File: src/core/rfci_consts.svh
// Offsets, field positions, reset values and command codes of the channel
`ifndef RFCI_CONSTS_SVH
`define RFCI_CONSTS_SVH
// Register byte offsets
`define RFCI_CTRL_OFS 8'h00
`define RFCI_CMD_OFS 8'h04
`define RFCI_TOUT_OFS 8'h08
`define RFCI_LEN_OFS 8'h0c
`define RFCI_STAT_OFS 8'h10
`define RFCI_RESP_OFS 8'h14
`define RFCI_FIFO_OFS 8'h18
`define RFCI_PRES_OFS 8'h1c
// Control field positions and register reset values
`define RFCI_CTRL_MODE_LSB 0
`define RFCI_CTRL_SIZE_LSB 4
`define RFCI_CTRL_MAN_BIT 8
`define RFCI_CTRL_PROT_LSB 9
`define RFCI_CTRL_RST 32'h0000_0011
`define RFCI_TOUT_RST 32'h0000_ffff
// Command codes
`define RFCI_C_IDLE 8'h00
`define RFCI_C_INV 8'h01
`define RFCI_C_READ 8'h02
`define RFCI_C_WRITE 8'h04
`define RFCI_C_WRVER 8'h08
`define RFCI_C_CSTART 8'h10
`define RFCI_C_BREAD 8'h11
`define RFCI_C_BDEL 8'h12
`define RFCI_C_CSTOP 8'h13
`define RFCI_C_HID 8'h50
`define RFCI_C_TINFO 8'h70
`define RFCI_C_PWD 8'h60
`define RFCI_C_PROT 8'h61
`define RFCI_C_RESET 8'h80
// Limits
`define RFCI_MAX_BYTES 16'h0080
`define RFCI_NO_PROT 2'h3
`endif

File: src/core/rfci_pkg.sv
// Types shared by the channel command interface
package rfci_pkg;
  typedef enum logic [2:0] {
    RFCI_HF_COMPACT = 3'h0,
    RFCI_HF_EXT = 3'h1,
    RFCI_HF_BUS = 3'h2,
    RFCI_UHF_COMPACT = 3'h3,
    RFCI_UHF_EXT = 3'h4
  } rfci_mode_type;
  typedef enum logic [1:0] {
    RFCI_S_IDLE = 2'h0,
    RFCI_S_ISSUE = 2'h1,
    RFCI_S_WAIT = 2'h2
  } rfci_state_type;
  typedef struct packed {
    logic [7:0] cmd;
    logic [4:0] addr;
    logic all_heads;
    logic [7:0] frag_idx;
    logic last_frag;
  } rfci_head_req_type;
endpackage

File: src/core/rfci_channel.sv
// RFID channel command interface: result FIFO and channel top with APB slave
//
// Behaviour
// - At most 128 bytes per cycle, else fragments
// - Fragment size 8, 16, 32, 64 or 128
// - Auto detect adopts first requesting protocol
// - Other protocols get read access only
// - Manual protocol skips detection, stays fixed
// - One of five data interface modes
// - Compact modes: up to 128 bytes unfragmented
// - Extended modes add fragmented multi transfers
// - Extended modes bound command time by timeout
// - HF continuous repeats command, results FIFO
// - Bus mode: 32 heads, one busy
// - Bus mode reports presence per head
// - Continuous bus: all heads, ring buffer
// - UHF presence sensing: power reader, repeat, FIFO
// - Distinct command codes for all functions
// - Loop counter repeat done in two cycles
// - Successful command code echoed in response
//
// Chosen here: the placing of the registers and register access over APB.
`include "rfci_consts.svh"
`timescale 1ns/1ps
`default_nettype none

// ************************************************************
// Result FIFO
// ************************************************************
module rfci_fifo #(
  parameter int WIDTH = 32,
  parameter int DEPTH = 32
) (
  input wire logic pclk,
  input wire logic presetn,
  input wire logic flush,
  input wire logic in_valid,
  output logic in_ready,
  input wire logic [WIDTH-1:0] in_data,
  output logic out_valid,
  input wire logic out_ready,
  output logic [WIDTH-1:0] out_data,
  output logic [$clog2(DEPTH):0] level
);
  localparam int AW = $clog2(DEPTH);
  logic [WIDTH-1:0] mem_ff [DEPTH];
  logic [AW-1:0] wp_ff;
  logic [AW-1:0] rp_ff;
  logic [AW:0] cnt_ff;
  wire push = in_valid && in_ready;
  wire pop = out_valid && out_ready;
  // Honest flags straight from the count
  // Count is one bit wider than the pointers so full and empty differ
  assign in_ready = (cnt_ff != (AW+1)'(DEPTH)) && !flush;
  assign out_valid = (cnt_ff != '0);
  assign out_data = mem_ff[rp_ff];
  assign level = cnt_ff;
  // Storage written only, never reset
  always_ff @(posedge pclk)
  begin
    if (push)
      mem_ff[wp_ff] <= in_data;
  end
  // Pointers and count
  always_ff @(posedge pclk or negedge presetn)
  begin
    if (!presetn)
    begin
      wp_ff <= '0;
      rp_ff <= '0;
      cnt_ff <= '0;
    end
    else if (flush)
    begin
      wp_ff <= '0;
      rp_ff <= '0;
      cnt_ff <= '0;
    end
    else
    begin
      wp_ff <= push ? AW'(wp_ff + 1'b1) : wp_ff;
      rp_ff <= pop ? AW'(rp_ff + 1'b1) : rp_ff;
      cnt_ff <= (AW+1)'(cnt_ff + push - pop);
    end
  end
endmodule

// ************************************************************
// Channel top
// ************************************************************
module rfci_channel #(
  parameter int FIFO_DEPTH = 32,
  parameter int HEADS = 32
) (
  input wire logic pclk,
  input wire logic presetn,
  input wire logic psel,
  input wire logic penable,
  input wire logic pwrite,
  input wire logic [7:0] paddr,
  input wire logic [31:0] pwdata,
  output logic [31:0] prdata,
  output logic pready,
  output logic pslverr,
  input wire logic [2:0] conn_req,
  input wire logic startup_done,
  input wire logic [1:0] fb_wr_proto,
  output logic fb_wr_permit,
  output logic [1:0] proto_ff,
  output rfci_pkg::rfci_head_req_type head_req,
  output logic head_req_valid,
  input wire logic head_done,
  input wire logic head_ok,
  input wire logic head_data_valid,
  output logic head_data_ready,
  input wire logic [31:0] head_data,
  input wire logic [HEADS-1:0] tag_present,
  output logic reader_on_ff
);
  // ************************************************************
  // Registers and state
  // ************************************************************
  logic [31:0] ctrl_ff;
  logic [31:0] cmd_ff;
  logic [31:0] tout_ff;
  logic [15:0] len_ff;
  logic [7:0] resp_ff;
  logic [7:0] loop_seen_ff;
  logic err_ff;
  logic cont_ff;
  logic [31:0] tcnt_ff;
  logic [7:0] frag_ff;
  logic [7:0] run_cmd_ff;
  rfci_pkg::rfci_head_req_type req_ff;
  rfci_pkg::rfci_state_type st_ff;
  rfci_pkg::rfci_state_type nxt_st;
  logic [$clog2(FIFO_DEPTH):0] flevel;
  logic f_valid;
  logic [31:0] f_data;

  // Bytes per fragment from the size code
  function automatic logic [15:0] frag_bytes(input logic [2:0] code);
    logic [15:0] b;
    b = 16'h0008;
    if (code < 3'h5)
      b = 16'(16'h0008 << code);
    else
      b = `RFCI_MAX_BYTES;
    return b;
  endfunction

  // ************************************************************
  // Decode
  // ************************************************************
  wire [2:0] mode = ctrl_ff[`RFCI_CTRL_MODE_LSB +: 3];
  wire [2:0] size_code = ctrl_ff[`RFCI_CTRL_SIZE_LSB +: 3];
  wire manual = ctrl_ff[`RFCI_CTRL_MAN_BIT];
  wire [1:0] man_prot = ctrl_ff[`RFCI_CTRL_PROT_LSB +: 2];
  wire [7:0] cmd_code = cmd_ff[7:0];
  wire [7:0] loop_cnt = cmd_ff[15:8];
  wire [4:0] cmd_addr = cmd_ff[20:16];
  wire ext_mode = (mode == rfci_pkg::RFCI_HF_EXT) ||
    (mode == rfci_pkg::RFCI_UHF_EXT);
  wire bus_mode = (mode == rfci_pkg::RFCI_HF_BUS);
  wire uhf_ext = (mode == rfci_pkg::RFCI_UHF_EXT);
  wire mode_ok = (mode <= rfci_pkg::RFCI_UHF_EXT);
  wire [15:0] fbytes = frag_bytes(size_code);
  // Fragments needed; compact modes send one block only
  wire [15:0] nfrag_w = 16'((len_ff + fbytes - 16'h0001) / fbytes);
  wire [7:0] nfrag = (nfrag_w == 16'h0000) ? 8'h01 : nfrag_w[7:0];
  wire len_bad = !ext_mode && (len_ff > `RFCI_MAX_BYTES);
  wire cont_cmd = (cmd_code == `RFCI_C_CSTART);
  wire cont_ok = ext_mode || bus_mode;

  // ************************************************************
  // APB access
  // ************************************************************
  wire acc = psel && penable;
  wire wr = acc && pwrite;
  wire rd = acc && !pwrite;
  wire hit_ctrl = (paddr == `RFCI_CTRL_OFS);
  wire hit_cmd = (paddr == `RFCI_CMD_OFS);
  wire hit_tout = (paddr == `RFCI_TOUT_OFS);
  wire hit_len = (paddr == `RFCI_LEN_OFS);
  wire hit_stat = (paddr == `RFCI_STAT_OFS);
  wire hit_resp = (paddr == `RFCI_RESP_OFS);
  wire hit_fifo = (paddr == `RFCI_FIFO_OFS);
  wire hit_pres = (paddr == `RFCI_PRES_OFS);
  wire mapped = hit_ctrl || hit_cmd || hit_tout || hit_len ||
    hit_stat || hit_resp || hit_fifo || hit_pres;
  // Zero wait states; unmapped answers with an error
  assign pready = 1'b1;
  assign pslverr = acc && !mapped;
  wire busy = (st_ff != rfci_pkg::RFCI_S_IDLE);
  wire [31:0] stat_w = {9'h000, 2'(flevel >> 5), flevel[4:0],
    nfrag, cont_ff, err_ff, busy, len_bad, proto_ff, 1'b0, mode_ok};
  wire [31:0] pres_w = 32'(tag_present & {HEADS{bus_mode}});
  // Read mux; reading the data word pops the FIFO
  assign prdata = hit_ctrl ? ctrl_ff :
    hit_cmd ? cmd_ff :
    hit_tout ? tout_ff :
    hit_len ? {16'h0000, len_ff} :
    hit_stat ? stat_w :
    hit_resp ? {24'h000000, resp_ff} :
    hit_fifo ? (f_valid ? f_data : 32'h0000_0000) :
    hit_pres ? pres_w : 32'h0000_0000;
  wire f_pop = rd && hit_fifo;

  // Software-written registers
  always_ff @(posedge pclk or negedge presetn)
  begin
    if (!presetn)
    begin
      ctrl_ff <= `RFCI_CTRL_RST;
      cmd_ff <= 32'h0000_0000;
      tout_ff <= `RFCI_TOUT_RST;
      len_ff <= 16'h0000;
    end
    else if (wr)
    begin
      ctrl_ff <= hit_ctrl ? pwdata : ctrl_ff;
      cmd_ff <= hit_cmd ? pwdata : cmd_ff;
      tout_ff <= hit_tout ? pwdata : tout_ff;
      len_ff <= hit_len ? pwdata[15:0] : len_ff;
    end
  end

  // ************************************************************
  // Protocol adoption
  // ************************************************************
  // Lowest-numbered request wins a tie in the same cycle
  wire [1:0] first_req = conn_req[0] ? 2'h0 :
    conn_req[1] ? 2'h1 : 2'h2;
  wire snoop = !manual && !startup_done &&
    (proto_ff == `RFCI_NO_PROT);
  assign fb_wr_permit = (fb_wr_proto == proto_ff) &&
    (proto_ff != `RFCI_NO_PROT);
  always_ff @(posedge pclk or negedge presetn)
  begin
    if (!presetn)
      proto_ff <= `RFCI_NO_PROT;
    else if (manual)
      proto_ff <= man_prot;
    else if (snoop && (conn_req != 3'h0))
      proto_ff <= first_req;
  end

  // ************************************************************
  // Command sequencer
  // ************************************************************
  wire new_loop = (loop_cnt != loop_seen_ff);
  wire head_cmd = (cmd_code != `RFCI_C_IDLE) && (cmd_code != `RFCI_C_BREAD) &&
    (cmd_code != `RFCI_C_BDEL) && (cmd_code != `RFCI_C_CSTOP) &&
    (cmd_code != `RFCI_C_RESET);
  // A new code, or same code with a bumped loop count, starts a run
  wire start = (st_ff == rfci_pkg::RFCI_S_IDLE) && head_cmd && mode_ok &&
    !len_bad && ((cmd_code != run_cmd_ff) || new_loop ||
    (cont_ff && cont_ok));
  wire tout_hit = ext_mode && (tcnt_ff >= tout_ff);
  wire last = (frag_ff == nfrag - 8'h01) || !ext_mode;
  wire fin = (st_ff == rfci_pkg::RFCI_S_WAIT) && ((head_done && last) ||
    tout_hit);
  wire flush = (cmd_code == `RFCI_C_BDEL) || (cmd_code == `RFCI_C_RESET);

  // Next state
  always_comb
  begin
    nxt_st = st_ff;
    case (st_ff)
      rfci_pkg::RFCI_S_IDLE:
        nxt_st = start ? rfci_pkg::RFCI_S_ISSUE : rfci_pkg::RFCI_S_IDLE;
      rfci_pkg::RFCI_S_ISSUE:
        nxt_st = rfci_pkg::RFCI_S_WAIT;
      rfci_pkg::RFCI_S_WAIT:
        if (fin)
          nxt_st = rfci_pkg::RFCI_S_IDLE;
        else if (head_done)
          nxt_st = rfci_pkg::RFCI_S_ISSUE; // Next fragment
      default:
        nxt_st = rfci_pkg::RFCI_S_IDLE;
    endcase
  end

  // State, fragment index and timeout counter
  always_ff @(posedge pclk or negedge presetn)
  begin
    if (!presetn)
    begin
      st_ff <= rfci_pkg::RFCI_S_IDLE;
      frag_ff <= 8'h00;
      tcnt_ff <= 32'h0000_0000;
    end
    else
    begin
      st_ff <= (cmd_code == `RFCI_C_RESET) ? rfci_pkg::RFCI_S_IDLE : nxt_st;
      frag_ff <= start ? 8'h00 :
        (head_done && busy) ? 8'(frag_ff + 8'h01) : frag_ff;
      tcnt_ff <= (st_ff == rfci_pkg::RFCI_S_WAIT) ?
        32'(tcnt_ff + 32'h1) : 32'h0000_0000;
    end
  end

  // Run bookkeeping, result code and loop acceptance
  always_ff @(posedge pclk or negedge presetn)
  begin
    if (!presetn)
    begin
      run_cmd_ff <= `RFCI_C_IDLE;
      loop_seen_ff <= 8'h00;
      resp_ff <= `RFCI_C_IDLE;
      err_ff <= 1'b0;
      cont_ff <= 1'b0;
    end
    else
    begin
      // Clearing to idle arms a reissue of the same code
      run_cmd_ff <= start ? cmd_code :
        (cmd_code == `RFCI_C_IDLE) ? `RFCI_C_IDLE : run_cmd_ff;
      loop_seen_ff <= start ? loop_cnt : loop_seen_ff;
      if (fin)
      begin
        resp_ff <= (head_ok && !tout_hit) ? run_cmd_ff : `RFCI_C_IDLE;
        err_ff <= !head_ok || tout_hit;
      end
      else if (start)
        err_ff <= 1'b0;
      cont_ff <= (cont_cmd && cont_ok) ? 1'b1 :
        ((cmd_code == `RFCI_C_CSTOP) || flush) ? 1'b0 : cont_ff;
    end
  end

  // Head request carrier; continuous bus runs on every head at once
  always_ff @(posedge pclk or negedge presetn)
  begin
    if (!presetn)
      req_ff <= '0;
    else if (nxt_st == rfci_pkg::RFCI_S_ISSUE)
    begin
      req_ff.cmd <= start ? cmd_code : run_cmd_ff;
      req_ff.addr <= bus_mode ? cmd_addr : 5'h00;
      req_ff.all_heads <= bus_mode && cont_ff;
      req_ff.frag_idx <= start ? 8'h00 : 8'(frag_ff + 8'h01);
      req_ff.last_frag <= !ext_mode || (nfrag == 8'h01) ||
        (!start && (frag_ff + 8'h02 == nfrag));
    end
  end
  assign head_req = req_ff;
  // Single outstanding request keeps one head busy at a time, every head when all_heads is set in continuous bus
  assign head_req_valid = (st_ff == rfci_pkg::RFCI_S_ISSUE);

  // UHF reader powered only while presence sensing is running
  always_ff @(posedge pclk or negedge presetn)
  begin
    if (!presetn)
      reader_on_ff <= 1'b0;
    else
      reader_on_ff <= uhf_ext && cont_ff;
  end

  // ************************************************************
  // Result buffer
  // ************************************************************
  // Full FIFO stalls the head's data stream rather than losing words
  rfci_fifo #(
    .WIDTH(32),
    .DEPTH(FIFO_DEPTH)
  ) u_fifo (
    .pclk(pclk),
    .presetn(presetn),
    .flush(flush),
    .in_valid(head_data_valid),
    .in_ready(head_data_ready),
    .in_data(head_data),
    .out_valid(f_valid),
    .out_ready(f_pop),
    .out_data(f_data),
    .level(flevel)
  );
endmodule
`default_nettype wire

File: config.mk
export PLATFORM = sky130hd
export DESIGN_NAME = rfci_channel
export DESIGN_NICKNAME = d
export VERILOG_FILES = /design/src/core/rfci_pkg.sv /design/src/core/rfci_channel.sv
export VERILOG_INCLUDE_DIRS = /design/src /design/src/core
export SDC_FILE = /design/constraint.sdc
export NUM_CORES = 1
export LEC_CHECK = 0
export BUFFER_PORTS_ARGS = -buffer_cell sky130_fd_sc_hd__buf_2
export CORE_UTILIZATION = 39
export DETAILED_ROUTE_END_ITERATION = 8
export GPL_TIMING_DRIVEN = 0
export PLACE_DENSITY = 0.62
export SLEW_MARGIN = 20
export SYNTH_ARGS = -nofsm -noshare
export SYNTH_HDL_FRONTEND = slang
export SYNTH_SLANG_ARGS = --single-unit
File: constraint.sdc
create_clock -name pclk -period 75 [get_ports pclk]
set_input_delay 7.5 -clock pclk [delete_from_list [all_inputs] [get_ports pclk]]
set_output_delay 7.5 -clock pclk [all_outputs]
set_load 0.02 [all_outputs]
==> qor.csv <==
metric,value,unit
Placed Instance Area,0.0612,mm^2
Worst Setup End Kind,output pin,
overall global routing resource usage,22.5,%
async set-reset flop share out of synthesis,17.8,%
Die Area,0.145,mm^2
Max-Cap Viols,0,
P_leak,22.8,nW
CP max FO,13,
post-DR wirelength/cell,28.1,um
DIE WIDTH,381,um
total setup buffers inserted after CTS,0,
"Largest stage delay, worst path",0.79,ns
"commonest non-fill, non-tap cell in the layout",edfxtp_1,
Synth Cell Area,0.0559,mm^2
Worst Hold Class,reg2reg,
Max-slew headroom,19.1,%
RePlAce Congestion,0.934,
Yosys reg bits,1246,
DP HPWL,116000,um
post-cts sizing count,0,
final hold slack,0.501,ns
Synth Area in XOR/XNOR,1.93,%
Initial Utilization,39.4,%
Setup TNS,0,ns
Post-Layout Cell Count,5823,
IO Port Bufs,177,
Synth Area in Simple Gates,5.47,%
number of nets still failing antenna checks after routing,0,
Final Hold Viols,0,
Critical Path RT,67.50,ns
cell mode on critical path,ha_1,
yosys warns,0,
Vias,33228,
Clock transition at path regs,0.06,ns
largest family of logic cells by synthesized area,multiplexers,
Vias/cell,5.71,
largest net degree at the start of global routing,94,
Main synth FF type,edfxtp_1,
number of fill cells,12229,
core box area,0.142,mm^2
io pins,181,
PD cells,44.9,mW/mm^2
CTS tree,built,
clock root buffer,clkbuf_16,
syn avg cell area,16.3,um^2
Slew Limit Fails,0,
crit path launch type,flip-flop,
Post-Syn Instances,3431,
final worst slack,34.22,ns
sequential-to-total area share from yosys stat,65.0,%
slew of the pin with the lowest slew margin,1.21,ns
std cell rows,138,
most frequent cells in the layout,"1024 x edfxtp_1, 320 x mux4_2, 202 x dfrtp_1",
clk buf depth,3,
global-route wire length before repair,235000,um
Post-Synth Adder-Cell Area,3.52,%
DRT Pass-1 Iters,6,
Num CTS Buffers,120,
clk_skew,0.0646,ns
Tmin final,40.78,ns
vias in the first global route,32643,
clk_lat worst skew,0.76,ns
# nets final,4099,
"Distinct cells, synth",95,
Area Growth Syn to Fin,16.9,%
CP Class,reg2out,
setup violators final,0,
CP max-delay cell,o41ai_1,
status,completed,
Chip Height,381,um
maximum clock frequency,0.0245,GHz
deepest level of the CTS H-tree,3,
initial antenna violation count,23,
drc violations,0,
Synth Area in Compound Gates,5.50,%
DR iter-0 viols,3713,
RSZ-0062 raised after global routing,no,
Sink Count,1246,
routed wire length,163000,um
crit share post-route,54.4,%
hold_buf cts,0,
share of layout cells above drive strength 1,24.7,%
"EDFF count, synth",1024,
mux cell area share after synthesis,16.6,%
Placed Cells,5592,
DP Worst Slack,35.06,ns
worst vdd ir,0.317,mV
Critical Path AT,33.28,ns
grt ovf,0,
design area,0.0653,mm^2
## per-layer routing
metal,vias up,GRT usage [%],part of all wire [%]
met5,-,0,0.037
met4,10,5.99,2.7
met3,267,4.42,7.9
met2,1433,35.4,46
met1,17229,31.9,43
li1,14289,-,-
## logic make-up (layout without fill, tap and decap cells)
logic type | Yosys count | after routing
adders and majority gates | 156 | 156
other | 1 | 31
and+or+nand+nor | 651 | 651
AOI/OAI and AO/OA | 464 | 464
DFF | 1246 | 1246
xor gates and xnor gates | 123 | 123
muxes | 510 | 510
buffers and inverters | 280 | 752
## per-stage QoR
| step | power (mW) | util (%) |
|---|---|---|
| after CTS | 2.94 | 46.0 |
| final | 2.93 | 46.0 |
| after floorplan | 1.97 | - |
| after detailed placement | 2.31 | 43.1 |
| after global placement | 2.27 | 41.7 |
| after global routing | 3.16 | 46.0 |
## layout make-up
class	instances	area, um^2	share of cell area (%)
sequential	1246	36300	55.6
multi-input combinational	1929	18900	28.9
clock buffer	151	3220	4.93
timing repair buffer	248	2620	4.01
tap	1890	2360	3.62
clock inverter	73	822	1.26
buffer	159	638	0.977
inverter	121	454	0.695
antenna	6	15.0	0.0230
## worst max-delay path: cells and delay by family (launching register included)
family                   cells  cell delay, ns
multiplexers                 1            0.45
adder cells (fa/ha/maj)     15            4.90
flip-flops                   1            0.36
buffers and inverters       14            5.23
AO/OA/AOI/OAI               62           15.27
XOR/XNOR                     1            0.14
AND/OR/NAND/NOR             28            6.10
## registers in the layout, summed over array words and instances, names as in the netlist, 5 cells and up
register / count
ctrl_ff: 32
u_fifo.level: 6
loop_seen_ff: 8
run_cmd_ff: 8
len_ff: 16
u_fifo.wp_ff: 5
u_fifo.mem_ff: 1024
tcnt_ff: 32
tout_ff: 32
head_req: 23
resp_ff: 8
u_fifo.rp_ff: 5
frag_ff: 8
cmd_ff: 32
## final timing paths
kind | from | to | slack, ns | cells after the start
min in group asynchronous | presetn | head_req[2]$_DFFE_PN0N_ | 6.69 | 1
max | ctrl_ff[6]$_DFFE_PN0P_ | prdata[8] | 34.22 | 121
min | ctrl_ff[22]$_DFFE_PN0P_ | ctrl_ff[22]$_DFFE_PN0P_ | 0.50 | 1
max reg2reg | ctrl_ff[6]$_DFFE_PN0P_ | head_req[6]$_DFFE_PN0N_ | 40.79 | 126
min reg2reg | ctrl_ff[22]$_DFFE_PN0P_ | ctrl_ff[22]$_DFFE_PN0P_ | 0.50 | 1
max in group asynchronous | presetn | tout_ff[14]$_DFFE_PN1P_ | 67.50 | 2
## Yosys cell counts (25+ instances only)
cell,count,area share (%)
dfrtp_1,202,9.0
inv_1,121,0.81
nand3_1,36,0.32
mux2_2,109,2.2
mux4_2,320,13
mux2i_1,73,1.3
clkbuf_1,107,0.72
o21a_1,39,0.52
nand2_1,191,1.3
xnor2_1,70,1.1
edfxtp_1,1024,55
a21oi_1,100,0.90
nor3_1,48,0.43
nor2b_1,31,0.35
nand2b_1,25,0.28
xor2_1,53,0.83
o21ai_0,119,1.1
buf_1,45,0.30
ha_1,154,3.4
nand4_1,27,0.30
nor2_1,208,1.4
## power breakdown
part           internal [mW]  switching, mW  total (mW)
sequential             0.792         0.0127       0.805
clock                  0.356          0.268       0.624
combinational          0.627          0.877        1.50
No activity file was read; power rests on OpenSTA's default activity.
